`src/logic/ucev_pkg.sv`:
```
// Package for the control endpoint event block: register map, fields, resets.
// Assumes a 32-bit AHB-Lite register bus and a single control endpoint.
`default_nettype none
package ucev_pkg;
    // Register byte addresses (printed offsets are word indices, x4)
    localparam logic [7:0] GLOBAL_IRQ_EN_IDX = 8'hBE;
    localparam logic [7:0] EP_IRQ_EN_IDX = 8'hC2;
    localparam logic [9:0] ADDR_GLOBAL_IRQ_EN = {GLOBAL_IRQ_EN_IDX, 2'b00};
    localparam logic [9:0] ADDR_EP_IRQ_EN = {EP_IRQ_EN_IDX, 2'b00};
    localparam logic [9:0] ADDR_EP0_STATUS = 10'h010;
    localparam logic [9:0] ADDR_GLOBAL_STATUS = 10'h014;
    localparam logic [9:0] ADDR_PRIORITY = 10'h018;
    localparam logic [9:0] ADDR_EP_EVENT = 10'h01C;
    // Endpoint status/control field positions
    localparam int EPS_OUT_BANK0 = 1;
    localparam int EPS_SETUP = 2;
    localparam int EPS_STALL_SENT = 3;
    localparam int EPS_IN_READY = 4;
    localparam int EPS_STALL_REQ = 5;
    localparam int EPS_OUT_BANK1 = 6;
    localparam int EPS_DIR = 7;
    localparam int EPS_IN_DONE = 0;
    // Global status field positions
    localparam int GS_SLEEP = 0;
    localparam int GS_FRAME = 3;
    localparam int GS_RESUME = 5;
    localparam logic [7:0] GLOBAL_MASK = 8'h29;
    localparam logic [7:0] EP_EN_MASK = 8'h7F;
    localparam logic [7:0] RESET_BYTE = 8'h00;
    localparam logic [1:0] RESET_PRIO = 2'h0;
    localparam int NUM_EP = 7;
    // Control transfer stages
    typedef enum logic [1:0] {
        UCEV_SETUP = 2'b00,
        UCEV_DATA = 2'b01,
        UCEV_STATUS = 2'b10
    } ucev_stage_t;
endpackage
`default_nettype wire

```
`src/logic/ucev_top.sv`:
```
// Control endpoint stage tracking and USB event flags behind AHB-Lite.
// Assumes packet-level event pulses from a link engine on clk_in; bus
// suspend and resume arrive as asynchronous levels.
// What this block does
// - Setup packet sets setup flag, not bank0
// - Setup flag clears other status bits, interrupts
// - Direction bit zero during setup stage
// - Control endpoint full duplex, others one-way
// - Host accept sets IN done; firmware clears
// - OUT stage: bank0 flag set on valid packet
// - Status stage returns direction bit to zero
// - Write/no-data status is zero-length IN
// - Read status is zero-length OUT
// - Priority from high and low bits, 0-3
// - Second-bank OUT sets bank1 flag
// - Stall sent flag; cleared by setup
// - Start of frame sets frame flag
// - Resume after suspend sets wake flag
// - Suspend detected sets sleep flag
// - Enabled flags drive one interrupt request
// - Endpoint enable bits 0 to 6
// - Enable bit 7 reads zero
//
// The AHB-Lite slave port was left to the implementer.
`timescale 1ns/1ns
`default_nettype none
module ucev_top #(
    parameter int NUM_EP = ucev_pkg::NUM_EP // Endpoints with enables
) (
    input wire logic clk_in, // 100 MHz clock
    input wire logic resetn_in, // Sync reset, active low
    input wire logic hsel_in, // AHB select
    input wire logic [31:0] haddr_in, // AHB address
    input wire logic [1:0] htrans_in, // AHB transfer type
    input wire logic hwrite_in, // AHB write
    input wire logic [2:0] hsize_in, // AHB size
    input wire logic [31:0] hwdata_in, // AHB write data
    input wire logic hready_in, // AHB bus ready
    output logic [31:0] hrdata_out, // AHB read data
    output logic hreadyout_out, // AHB slave ready
    output logic hresp_out, // AHB response, always OKAY
    input wire logic setup_rx_in, // Setup packet accepted, pulse
    input wire logic out_rx_in, // OUT packet accepted, pulse
    input wire logic out_bank_in, // Bank of accepted OUT packet
    input wire logic in_ack_in, // Host acked IN packet, pulse
    input wire logic stall_done_in, // Stall handshake sent, pulse
    input wire logic sof_in, // Start of frame, pulse
    input wire logic [NUM_EP-1:0] ep_event_in, // Other endpoint events
    input wire logic suspend_in, // Bus suspend level, async
    input wire logic resume_in, // Bus resume level, async
    output logic in_send_out, // IN packet may be sent
    output logic stall_req_out, // Request STALL handshake
    output logic ep_dir_out, // Control data-stage direction
    output logic fifo_release_out, // Endpoint FIFO freed, pulse
    output logic usb_irq_out, // USB interrupt request
    output logic [1:0] usb_priority_out // Interrupt priority 0..3
);
    typedef struct packed {
        logic addr_ok;
        logic wr;
        logic [9:0] addr;
        logic [7:0] eps;
        logic [7:0] gstat;
        logic [7:0] gen;
        logic [7:0] epen;
        logic [NUM_EP-1:0] epev;
        logic [1:0] prio;
        logic suspended;
        ucev_pkg::ucev_stage_t stage;
        logic [31:0] rdata;
        logic irq;
        logic release_p;
    } ucev_top_t;
    ucev_top_t r, next_r;
    logic susp_sync, res_sync, susp_rise, res_rise;
    logic wr_eps, wr_gs, wr_ev;
    logic [7:0] wv, rd_byte;
    logic ep0_pend;

    ucev_sync u_sync_susp (
        .clk_in(clk_in),
        .resetn_in(resetn_in),
        .d_in(suspend_in),
        .q_out(susp_sync)
    );
    ucev_sync u_sync_res (
        .clk_in(clk_in),
        .resetn_in(resetn_in),
        .d_in(resume_in),
        .q_out(res_sync)
    );
    ucev_pulse u_pulse_susp (
        .clk_in(clk_in),
        .resetn_in(resetn_in),
        .level_in(susp_sync),
        .pulse_out(susp_rise)
    );
    ucev_pulse u_pulse_res (
        .clk_in(clk_in),
        .resetn_in(resetn_in),
        .level_in(res_sync),
        .pulse_out(res_rise)
    );

    always_comb
    begin
        next_r = r;
        wv = hwdata_in[7:0];
        wr_eps = r.wr && (r.addr == ucev_pkg::ADDR_EP0_STATUS);
        wr_gs = r.wr && (r.addr == ucev_pkg::ADDR_GLOBAL_STATUS);
        wr_ev = r.wr && (r.addr == ucev_pkg::ADDR_EP_EVENT);
        next_r.release_p = 1'b0;
        // Data phase of a write: flags clear on zero writes, control bits load
        if (r.wr)
        begin
            if (r.addr == ucev_pkg::ADDR_GLOBAL_IRQ_EN)
                next_r.gen = wv & ucev_pkg::GLOBAL_MASK;
            else if (r.addr == ucev_pkg::ADDR_EP_IRQ_EN)
                next_r.epen = wv & ucev_pkg::EP_EN_MASK;
            else if (r.addr == ucev_pkg::ADDR_PRIORITY)
                next_r.prio = wv[1:0];
        end
        if (wr_eps)
        begin
            next_r.eps[ucev_pkg::EPS_DIR] = wv[ucev_pkg::EPS_DIR];
            next_r.eps[ucev_pkg::EPS_STALL_REQ] = wv[ucev_pkg::EPS_STALL_REQ];
            next_r.eps[ucev_pkg::EPS_IN_READY] = r.eps[ucev_pkg::EPS_IN_READY]
                | wv[ucev_pkg::EPS_IN_READY];
            next_r.eps[ucev_pkg::EPS_IN_DONE] = r.eps[ucev_pkg::EPS_IN_DONE]
                & wv[ucev_pkg::EPS_IN_DONE];
            next_r.eps[ucev_pkg::EPS_OUT_BANK0] = r.eps[ucev_pkg::EPS_OUT_BANK0]
                & wv[ucev_pkg::EPS_OUT_BANK0];
            next_r.eps[ucev_pkg::EPS_OUT_BANK1] = r.eps[ucev_pkg::EPS_OUT_BANK1]
                & wv[ucev_pkg::EPS_OUT_BANK1];
            next_r.eps[ucev_pkg::EPS_SETUP] = r.eps[ucev_pkg::EPS_SETUP]
                & wv[ucev_pkg::EPS_SETUP];
            next_r.eps[ucev_pkg::EPS_STALL_SENT] = r.eps[ucev_pkg::EPS_STALL_SENT]
                & wv[ucev_pkg::EPS_STALL_SENT];
            // Clearing the setup or bank0 flag frees the FIFO; clearing bank1 does not
            next_r.release_p = (r.eps[ucev_pkg::EPS_SETUP] & ~wv[ucev_pkg::EPS_SETUP])
                | (r.eps[ucev_pkg::EPS_OUT_BANK0] & ~wv[ucev_pkg::EPS_OUT_BANK0]);
            if (wv[ucev_pkg::EPS_DIR] && r.stage == ucev_pkg::UCEV_SETUP
                && !r.eps[ucev_pkg::EPS_SETUP])
                next_r.stage = ucev_pkg::UCEV_DATA;
        end
        if (wr_gs)
            next_r.gstat = r.gstat & wv;
        if (wr_ev)
            next_r.epev = r.epev & wv[NUM_EP-1:0];
        // Hardware sets take priority over software clears
        next_r.epev = next_r.epev | ep_event_in;
        if (in_ack_in && r.eps[ucev_pkg::EPS_IN_READY])
        begin
            next_r.eps[ucev_pkg::EPS_IN_DONE] = 1'b1;
            next_r.eps[ucev_pkg::EPS_IN_READY] = 1'b0;
            // Zero-length IN ends a write or no-data transfer
            if (r.stage == ucev_pkg::UCEV_STATUS || !r.eps[ucev_pkg::EPS_DIR])
                next_r.stage = ucev_pkg::UCEV_SETUP;
            else
                next_r.stage = ucev_pkg::UCEV_STATUS;
        end
        if (out_rx_in)
        begin
            if (out_bank_in)
                next_r.eps[ucev_pkg::EPS_OUT_BANK1] = 1'b1;
            else
                next_r.eps[ucev_pkg::EPS_OUT_BANK0] = 1'b1;
            // OUT during an IN data or status stage closes the transfer
            if (r.eps[ucev_pkg::EPS_DIR] || r.stage == ucev_pkg::UCEV_STATUS)
            begin
                next_r.stage = ucev_pkg::UCEV_SETUP;
                next_r.eps[ucev_pkg::EPS_DIR] = 1'b0;
            end
        end
        if (stall_done_in && r.eps[ucev_pkg::EPS_STALL_REQ])
            next_r.eps[ucev_pkg::EPS_STALL_SENT] = 1'b1;
        if (next_r.stage == ucev_pkg::UCEV_STATUS)
            next_r.eps[ucev_pkg::EPS_DIR] = 1'b0;
        if (setup_rx_in)
        begin
            next_r.eps = 8'h00;
            next_r.eps[ucev_pkg::EPS_SETUP] = 1'b1;
            next_r.stage = ucev_pkg::UCEV_SETUP;
        end
        if (sof_in)
            next_r.gstat[ucev_pkg::GS_FRAME] = 1'b1;
        if (susp_rise)
        begin
            next_r.gstat[ucev_pkg::GS_SLEEP] = 1'b1;
            next_r.suspended = 1'b1;
        end
        if (res_rise && r.suspended)
        begin
            next_r.gstat[ucev_pkg::GS_RESUME] = 1'b1;
            next_r.suspended = 1'b0;
        end
        // One request line, each source gated by its enable
        ep0_pend = |{r.eps[ucev_pkg::EPS_IN_DONE], r.eps[ucev_pkg::EPS_OUT_BANK0],
            r.eps[ucev_pkg::EPS_OUT_BANK1], r.eps[ucev_pkg::EPS_SETUP],
            r.eps[ucev_pkg::EPS_STALL_SENT]};
        next_r.irq = (ep0_pend & r.epen[0])
            | (|(r.epev[NUM_EP-1:1] & r.epen[NUM_EP-1:1]))
            | (|(r.gstat & r.gen));
        // Address phase
        next_r.wr = 1'b0;
        if (hsel_in && hready_in && htrans_in[1])
        begin
            next_r.addr = haddr_in[9:0];
            next_r.wr = hwrite_in;
            next_r.addr_ok = (haddr_in[31:10] == 22'h000000);
            if (!next_r.addr_ok)
                next_r.wr = 1'b0;
            rd_byte = 8'h00;
            if (!next_r.addr_ok)
                rd_byte = 8'h00;
            else if (haddr_in[9:0] == ucev_pkg::ADDR_EP0_STATUS)
                rd_byte = next_r.eps;
            else if (haddr_in[9:0] == ucev_pkg::ADDR_GLOBAL_STATUS)
                rd_byte = next_r.gstat;
            else if (haddr_in[9:0] == ucev_pkg::ADDR_GLOBAL_IRQ_EN)
                rd_byte = next_r.gen;
            else if (haddr_in[9:0] == ucev_pkg::ADDR_EP_IRQ_EN)
                rd_byte = next_r.epen;
            else if (haddr_in[9:0] == ucev_pkg::ADDR_PRIORITY)
                rd_byte = {6'h00, next_r.prio};
            else if (haddr_in[9:0] == ucev_pkg::ADDR_EP_EVENT)
                rd_byte = 8'(next_r.epev);
            next_r.rdata = {24'h000000, rd_byte};
        end
        else
        begin
            rd_byte = 8'h00;
        end
    end

    always_ff @(posedge clk_in)
    begin
        if (!resetn_in)
        begin
            r <= '0;
            r.stage <= ucev_pkg::UCEV_SETUP;
        end
        else
            r <= next_r;
    end

    assign hrdata_out = r.rdata;
    assign hreadyout_out = 1'b1;
    assign hresp_out = 1'b0;
    assign in_send_out = r.eps[ucev_pkg::EPS_IN_READY];
    assign stall_req_out = r.eps[ucev_pkg::EPS_STALL_REQ];
    assign ep_dir_out = r.eps[ucev_pkg::EPS_DIR];
    assign fifo_release_out = r.release_p;
    assign usb_irq_out = r.irq;
    assign usb_priority_out = r.prio;

    property p_setup_flags;
        @(posedge clk_in) disable iff (!resetn_in)
        setup_rx_in |=> r.eps == 8'h04;
    endproperty
    a_setup_flags: assert property (p_setup_flags) else $error("setup flag wrong");
    property p_setup_dir;
        @(posedge clk_in) disable iff (!resetn_in)
        setup_rx_in |=> !ep_dir_out && r.stage == ucev_pkg::UCEV_SETUP;
    endproperty
    a_setup_dir: assert property (p_setup_dir) else $error("dir not zero in setup");
    property p_in_done;
        @(posedge clk_in) disable iff (!resetn_in)
        in_ack_in && in_send_out && !setup_rx_in |=> r.eps[0] && !in_send_out;
    endproperty
    a_in_done: assert property (p_in_done) else $error("in done not set");
    property p_sof;
        @(posedge clk_in) disable iff (!resetn_in)
        sof_in |=> r.gstat[3];
    endproperty
    a_sof: assert property (p_sof) else $error("frame flag missed");
    property p_bank1;
        @(posedge clk_in) disable iff (!resetn_in)
        out_rx_in && out_bank_in && !setup_rx_in |=> r.eps[6];
    endproperty
    a_bank1: assert property (p_bank1) else $error("bank1 flag missed");
    property p_status_dir;
        @(posedge clk_in) disable iff (!resetn_in)
        r.stage == ucev_pkg::UCEV_STATUS |-> !ep_dir_out;
    endproperty
    a_status_dir: assert property (p_status_dir) else $error("dir set in status");
    property p_out_status;
        @(posedge clk_in) disable iff (!resetn_in)
        out_rx_in && !setup_rx_in && r.stage == ucev_pkg::UCEV_STATUS
            |=> r.stage == ucev_pkg::UCEV_SETUP;
    endproperty
    a_out_status: assert property (p_out_status) else $error("status stage not closed");
    property p_ep_en_bit7;
        @(posedge clk_in) disable iff (!resetn_in)
        !r.epen[7];
    endproperty
    a_ep_en_bit7: assert property (p_ep_en_bit7) else $error("reserved bit set");
    property p_irq_gate;
        @(posedge clk_in) disable iff (!resetn_in)
        (r.gen == 8'h00 && r.epen == 8'h00) |=> !usb_irq_out;
    endproperty
    a_irq_gate: assert property (p_irq_gate) else $error("irq without enable");
    property p_sticky;
        @(posedge clk_in) disable iff (!resetn_in)
        r.gstat[3] && !wr_gs |=> r.gstat[3];
    endproperty
    a_sticky: assert property (p_sticky) else $error("flag lost");
    c_setup: cover property (@(posedge clk_in) setup_rx_in);
    c_in: cover property (@(posedge clk_in) in_ack_in && in_send_out);
    c_irq: cover property (@(posedge clk_in) usb_irq_out);
endmodule
`default_nettype wire

```
`src/logic/ucev_sync.sv`:
```
// Two-flop synchroniser for one level from outside the clock domain.
// Assumes the input is quasi-static relative to clk_in.
`timescale 1ns/1ns
`default_nettype none
module ucev_sync (
    input wire logic clk_in, // Clock
    input wire logic resetn_in, // Sync reset, active low
    input wire logic d_in, // Async level
    output logic q_out // Synchronised level
);
    typedef struct packed {
        logic meta;
        logic sync;
    } ucev_sync_t;
    ucev_sync_t r, next_r;
    always_comb
    begin
        next_r.meta = d_in;
        next_r.sync = r.meta;
    end
    always_ff @(posedge clk_in)
    begin
        if (!resetn_in)
            r <= '0;
        else
            r <= next_r;
    end
    assign q_out = r.sync;
endmodule
`default_nettype wire

```
`src/logic/ucev_pulse.sv`:
```
// Rising-edge pulse from a synchronised level, one cycle wide.
// Assumes the input is already in the clk_in domain.
`timescale 1ns/1ns
`default_nettype none
module ucev_pulse (
    input wire logic clk_in, // Clock
    input wire logic resetn_in, // Sync reset, active low
    input wire logic level_in, // Synchronised level
    output logic pulse_out // Rising edge pulse
);
    typedef struct packed {
        logic last;
    } ucev_pulse_t;
    ucev_pulse_t r, next_r;
    always_comb
    begin
        next_r.last = level_in;
    end
    always_ff @(posedge clk_in)
    begin
        if (!resetn_in)
            r <= '0;
        else
            r <= next_r;
    end
    assign pulse_out = level_in & ~r.last;
endmodule
`default_nettype wire

```
`config.mk`:
```
export PLATFORM = sky130hd
export DESIGN_NAME = ucev_top
export DESIGN_NICKNAME = d
export VERILOG_FILES = /design/src/logic/ucev_pkg.sv /design/src/logic/ucev_top.sv /design/src/logic/ucev_sync.sv /design/src/logic/ucev_pulse.sv
export SDC_FILE = /design/constraint.sdc
export NUM_CORES = 1
export LEC_CHECK = 0
export ABC_CLOCK_PERIOD_IN_PS = 2800
export BUFFER_PORTS_ARGS = -buffer_cell sky130_fd_sc_hd__buf_2
export CAP_MARGIN = 0
export CORE_MARGIN = 2
export CORE_UTILIZATION = 45
export CTS_CLUSTER_DIAMETER = 40
export DETAILED_ROUTE_END_ITERATION = 16
export HOLD_SLACK_MARGIN = 0.02
export PLACE_DENSITY_LB_ADDON = 0.3
export SLEW_MARGIN = 20
export SYNTH_ARGS = -nofsm -noshare
export SYNTH_HDL_FRONTEND = slang
export SYNTH_HIERARCHICAL = 1
export SYNTH_SLANG_ARGS = --single-unit
```
`constraint.sdc`:
```
create_clock -name clk_in -period 2.8 [get_ports clk_in]
set_input_delay 0.56 -clock clk_in [delete_from_list [all_inputs] [get_ports clk_in]]
set_output_delay 0.56 -clock clk_in [all_outputs]
set_load 0.005 [all_outputs]
```
==> flow_summary.ini <==
[outcome]
outcome = finished clean

[timing]
tightest_slew_ns = 0.548
slew_violations = 0
rsz0062_at_grt = false
fmax_ghz = 0.407
fin_setup_tns_ns = 0
setup_viol = 0
hold_ws_ns = 0.397
max_slew_margin = 0.630
fin_skew_ns = 0.00586
hold_viol = 0
post-route-period-util = 0.877
finalCriticalPeriod_ns = 2.45

[worst_setup_path]
cp_cell_sequence = or3b_4 -> or4_4 -> nor2b_1 -> a2111oi_0 -> o21ai_1
reg2reg_to = hrdata_out[6]
r2r_cells = 5
end_kind = register
r2r_slack_ns = 0.35
required_ns = 3.03
crit_type = reg2reg
crit_fanout = 10
slowest_stage = or4_4
slowest_delay_ns = 0.67
cp.buffers_inverters = 0
cpLargestDelayFamily = simple AND/OR/NAND/NOR gates
cp-start-kind = register
rr_startpoint = r[81]
crit_arrival_ns = 2.69

[synth]
synth_mux_area_frac = 0.0379
ys_seq_elements = 71
synth_ff_type = dfxtp_1
syn_inst = 412
synth-compound-area-share = 0.193
yosysSeqAreaShare = 0.406
yosys_warnings = 6
synth_edf_count = 0
synthXorXnorAreaFrac = 0
synth_top_family_by_area = simple AND/OR/NAND/NOR gates
syn_area_mm2 = 0.00350
yosys.area_share.adder = 0
synth_cell_types = 62
async_flop_share = 0
synthSimpleGateAreaFrac = 0.259
avgSynthCellArea_um2 = 8.49

[floorplanning]
initial_core_util = 0.458
core_mm2 = 0.00765
pin_count = 130
dieWidth_um = 92.2
die_y_um = 92.2
rows = 32
dieArea_mm2 = 0.00850

[drt]
drtPass1Iterations = 5
wl_um = 9780
vias = 3282
ant_nets = 0
drc_errors = 0
routedWlPerCell_um = 16.4
vias_per_cell = 5.51
drt_iter0_drc = 284

[clocking]
cts_root_buf = clkbuf_8
worstSkewPairLatency_ns = 0.35
clock_sinks = 71
clk_pin_slew_worst_paths_ns = 0.08
cts_tree = yes
h-tree-depth = 3
cts_buffers = 9
cts_resized = 0
ctsLongestPathBuffers = 2
postCtsSetupBuffers = 0
cts_hold_buf = 0

[placed_design]
place_inst = 580
port_buffers = 75
routabilityCongestion = 0.882
place_hpwl_um = 7180

[worst_hold_path]
hold_class = in2reg
hp-start = resume_in
holdPathStages = 2
hold_end = u_sync_res/next_r[0]

[global_route]
grt_max_degree = 26
grt_pass1_vias = 3098
grt_pass1_wl_um = 15500
globalRouteTotalUtil = 0.236
grt-ovfl-total = 0
antenna_found_initial = 0

[cells_and_area]
fillers = 698
antenna_cells = 0
area_delta_synth_final_pct = 19.2
final_nets = 578
layout-drive-gt1-share = 0.241
layout.cells.non_filler = 596

[power]
power_density_mw_per_mm2 = 575
p_leak_uw = 0.00171
vdd_ir_drop_max_v = 0.000286

[run]
max-cap-violations = 0
[power by group]
part	switching [uW]	leakage [uW]	total, uW	internal (uW)
sequential	15.2	0.000577	1040	1030
clock	400	0.000146	1200	795
combinational	95.8	0.000983	158	62.5
[cells in the mapped netlist, types with 3 or more instances]
library cell   n  area share
a211oi_1       3      0.0064
a21oi_1       28       0.040
a221oi_1       3      0.0075
a22oi_1        3      0.0064
a41oi_1        3      0.0075
and2_1        10       0.018
and3_1         9       0.016
buf_4         36       0.077
clkbuf_1      10       0.011
dfxtp_1       71        0.41
inv_1          9      0.0097
mux2i_1       11       0.031
nand2_1       38       0.041
nand3_1       13       0.019
nand4_1        5      0.0089
nor2_1        44       0.047
nor2b_1        6       0.011
nor3_1        12       0.017
nor4_1         5      0.0089
nor4b_1        3      0.0075
o21a_1         4      0.0086
o21ai_0       19       0.027
o21ai_1        5      0.0071
o22ai_1        4      0.0071
or2_2          3      0.0054
or3_1          4      0.0071
or4_1          3      0.0064
[worst max-delay path by stage]
| stage | start | endpoint | depth (start not counted) | slack [ns] |
|---|---|---|---|---|
| global placement | haddr_in[5] | hrdata_out[0] | 7 | 0.28 |
| floorplan | r[81] | hrdata_out[2] | 6 | 0.60 |
| detailed placement | haddr_in[5] | hrdata_out[0] | 7 | 0.24 |
| finish | r[81] | hrdata_out[6] | 5 | 0.35 |
| CTS | r[81] | hrdata_out[0] | 6 | 0.35 |
| global route | r[86] | hrdata_out[6] | 6 | 0.25 |
[logic make-up (layout without fill, tap and decap cells)]
group                  count (synthesis)  in the layout
buffers and inverters                 57            115
other                                  2             26
DFF                                   71             71
AOI/OAI and AO/OA                    100            100
and+or+nand+nor                      170            170
muxes                                 12             12
[sequential cells by signal, summed over array words and instances (netlist names)]
signal and count:
u_sync_res/next_r 1, usb_priority_out 2, u_pulse_susp/r 1, u_pulse_res/r 1
u_sync_susp/q_out 1, u_sync_susp/next_r 1, r 50, u_sync_res/q_out 1
hrdata_out 8, ep_dir_out 1, fifo_release_out 1, in_send_out 1
stall_req_out 1, usb_irq_out 1
[stage by stage]
| step | power [uW] | cell area [um^2] | worst slack [ns] | util |
|---|---|---|---|---|
| final | 2400 | 4170 | 0.346 | 0.545 |
| after global routing | 2470 | 4170 | 0.248 | 0.545 |
| after CTS | 2400 | 4170 | 0.350 | 0.545 |
| after detailed placement | 1220 | 3880 | 0.243 | 0.507 |
| after global placement | 1220 | 3880 | 0.279 | 0.507 |
| after floorplan | 1160 | 3590 | 0.602 | - |
[cell usage in the layout, fill, tap and decap left out, types with 9 or more instances in the layout]
cell type   n
a21oi_1    28
and2_1     10
and3_1      9
buf_2      75
buf_4      14
clkbuf_8   10
conb_1     26
dfxtp_1    71
inv_1       9
mux2i_1    11
nand2_1    38
nand3_1    13
nor2_1     44
nor3_1     12
o21ai_0    19
[metal layers]
metal | GRT usage | wire (um) | vias up
met3 | 0.0362 | 682 | 23
li1 | - | - | 1585
met5 | 0 | 0 | -
met1 | 0.298 | 4130 | 1529
met2 | 0.387 | 4710 | 145
met4 | 0.127 | 260 | 0
[cell type report]
class | instances | area, um^2 | area share
multi-input cells | 308 | 1810 | 0.434
flip-flops and latches | 71 | 1420 | 0.341
repair buffers | 89 | 480 | 0.115
clock inverters | 6 | 155 | 0.0372
clock buffers | 10 | 138 | 0.0330
well taps | 102 | 128 | 0.0306
inverters | 10 | 37.5 | 0.00900
(Power assumes the default switching activity.)
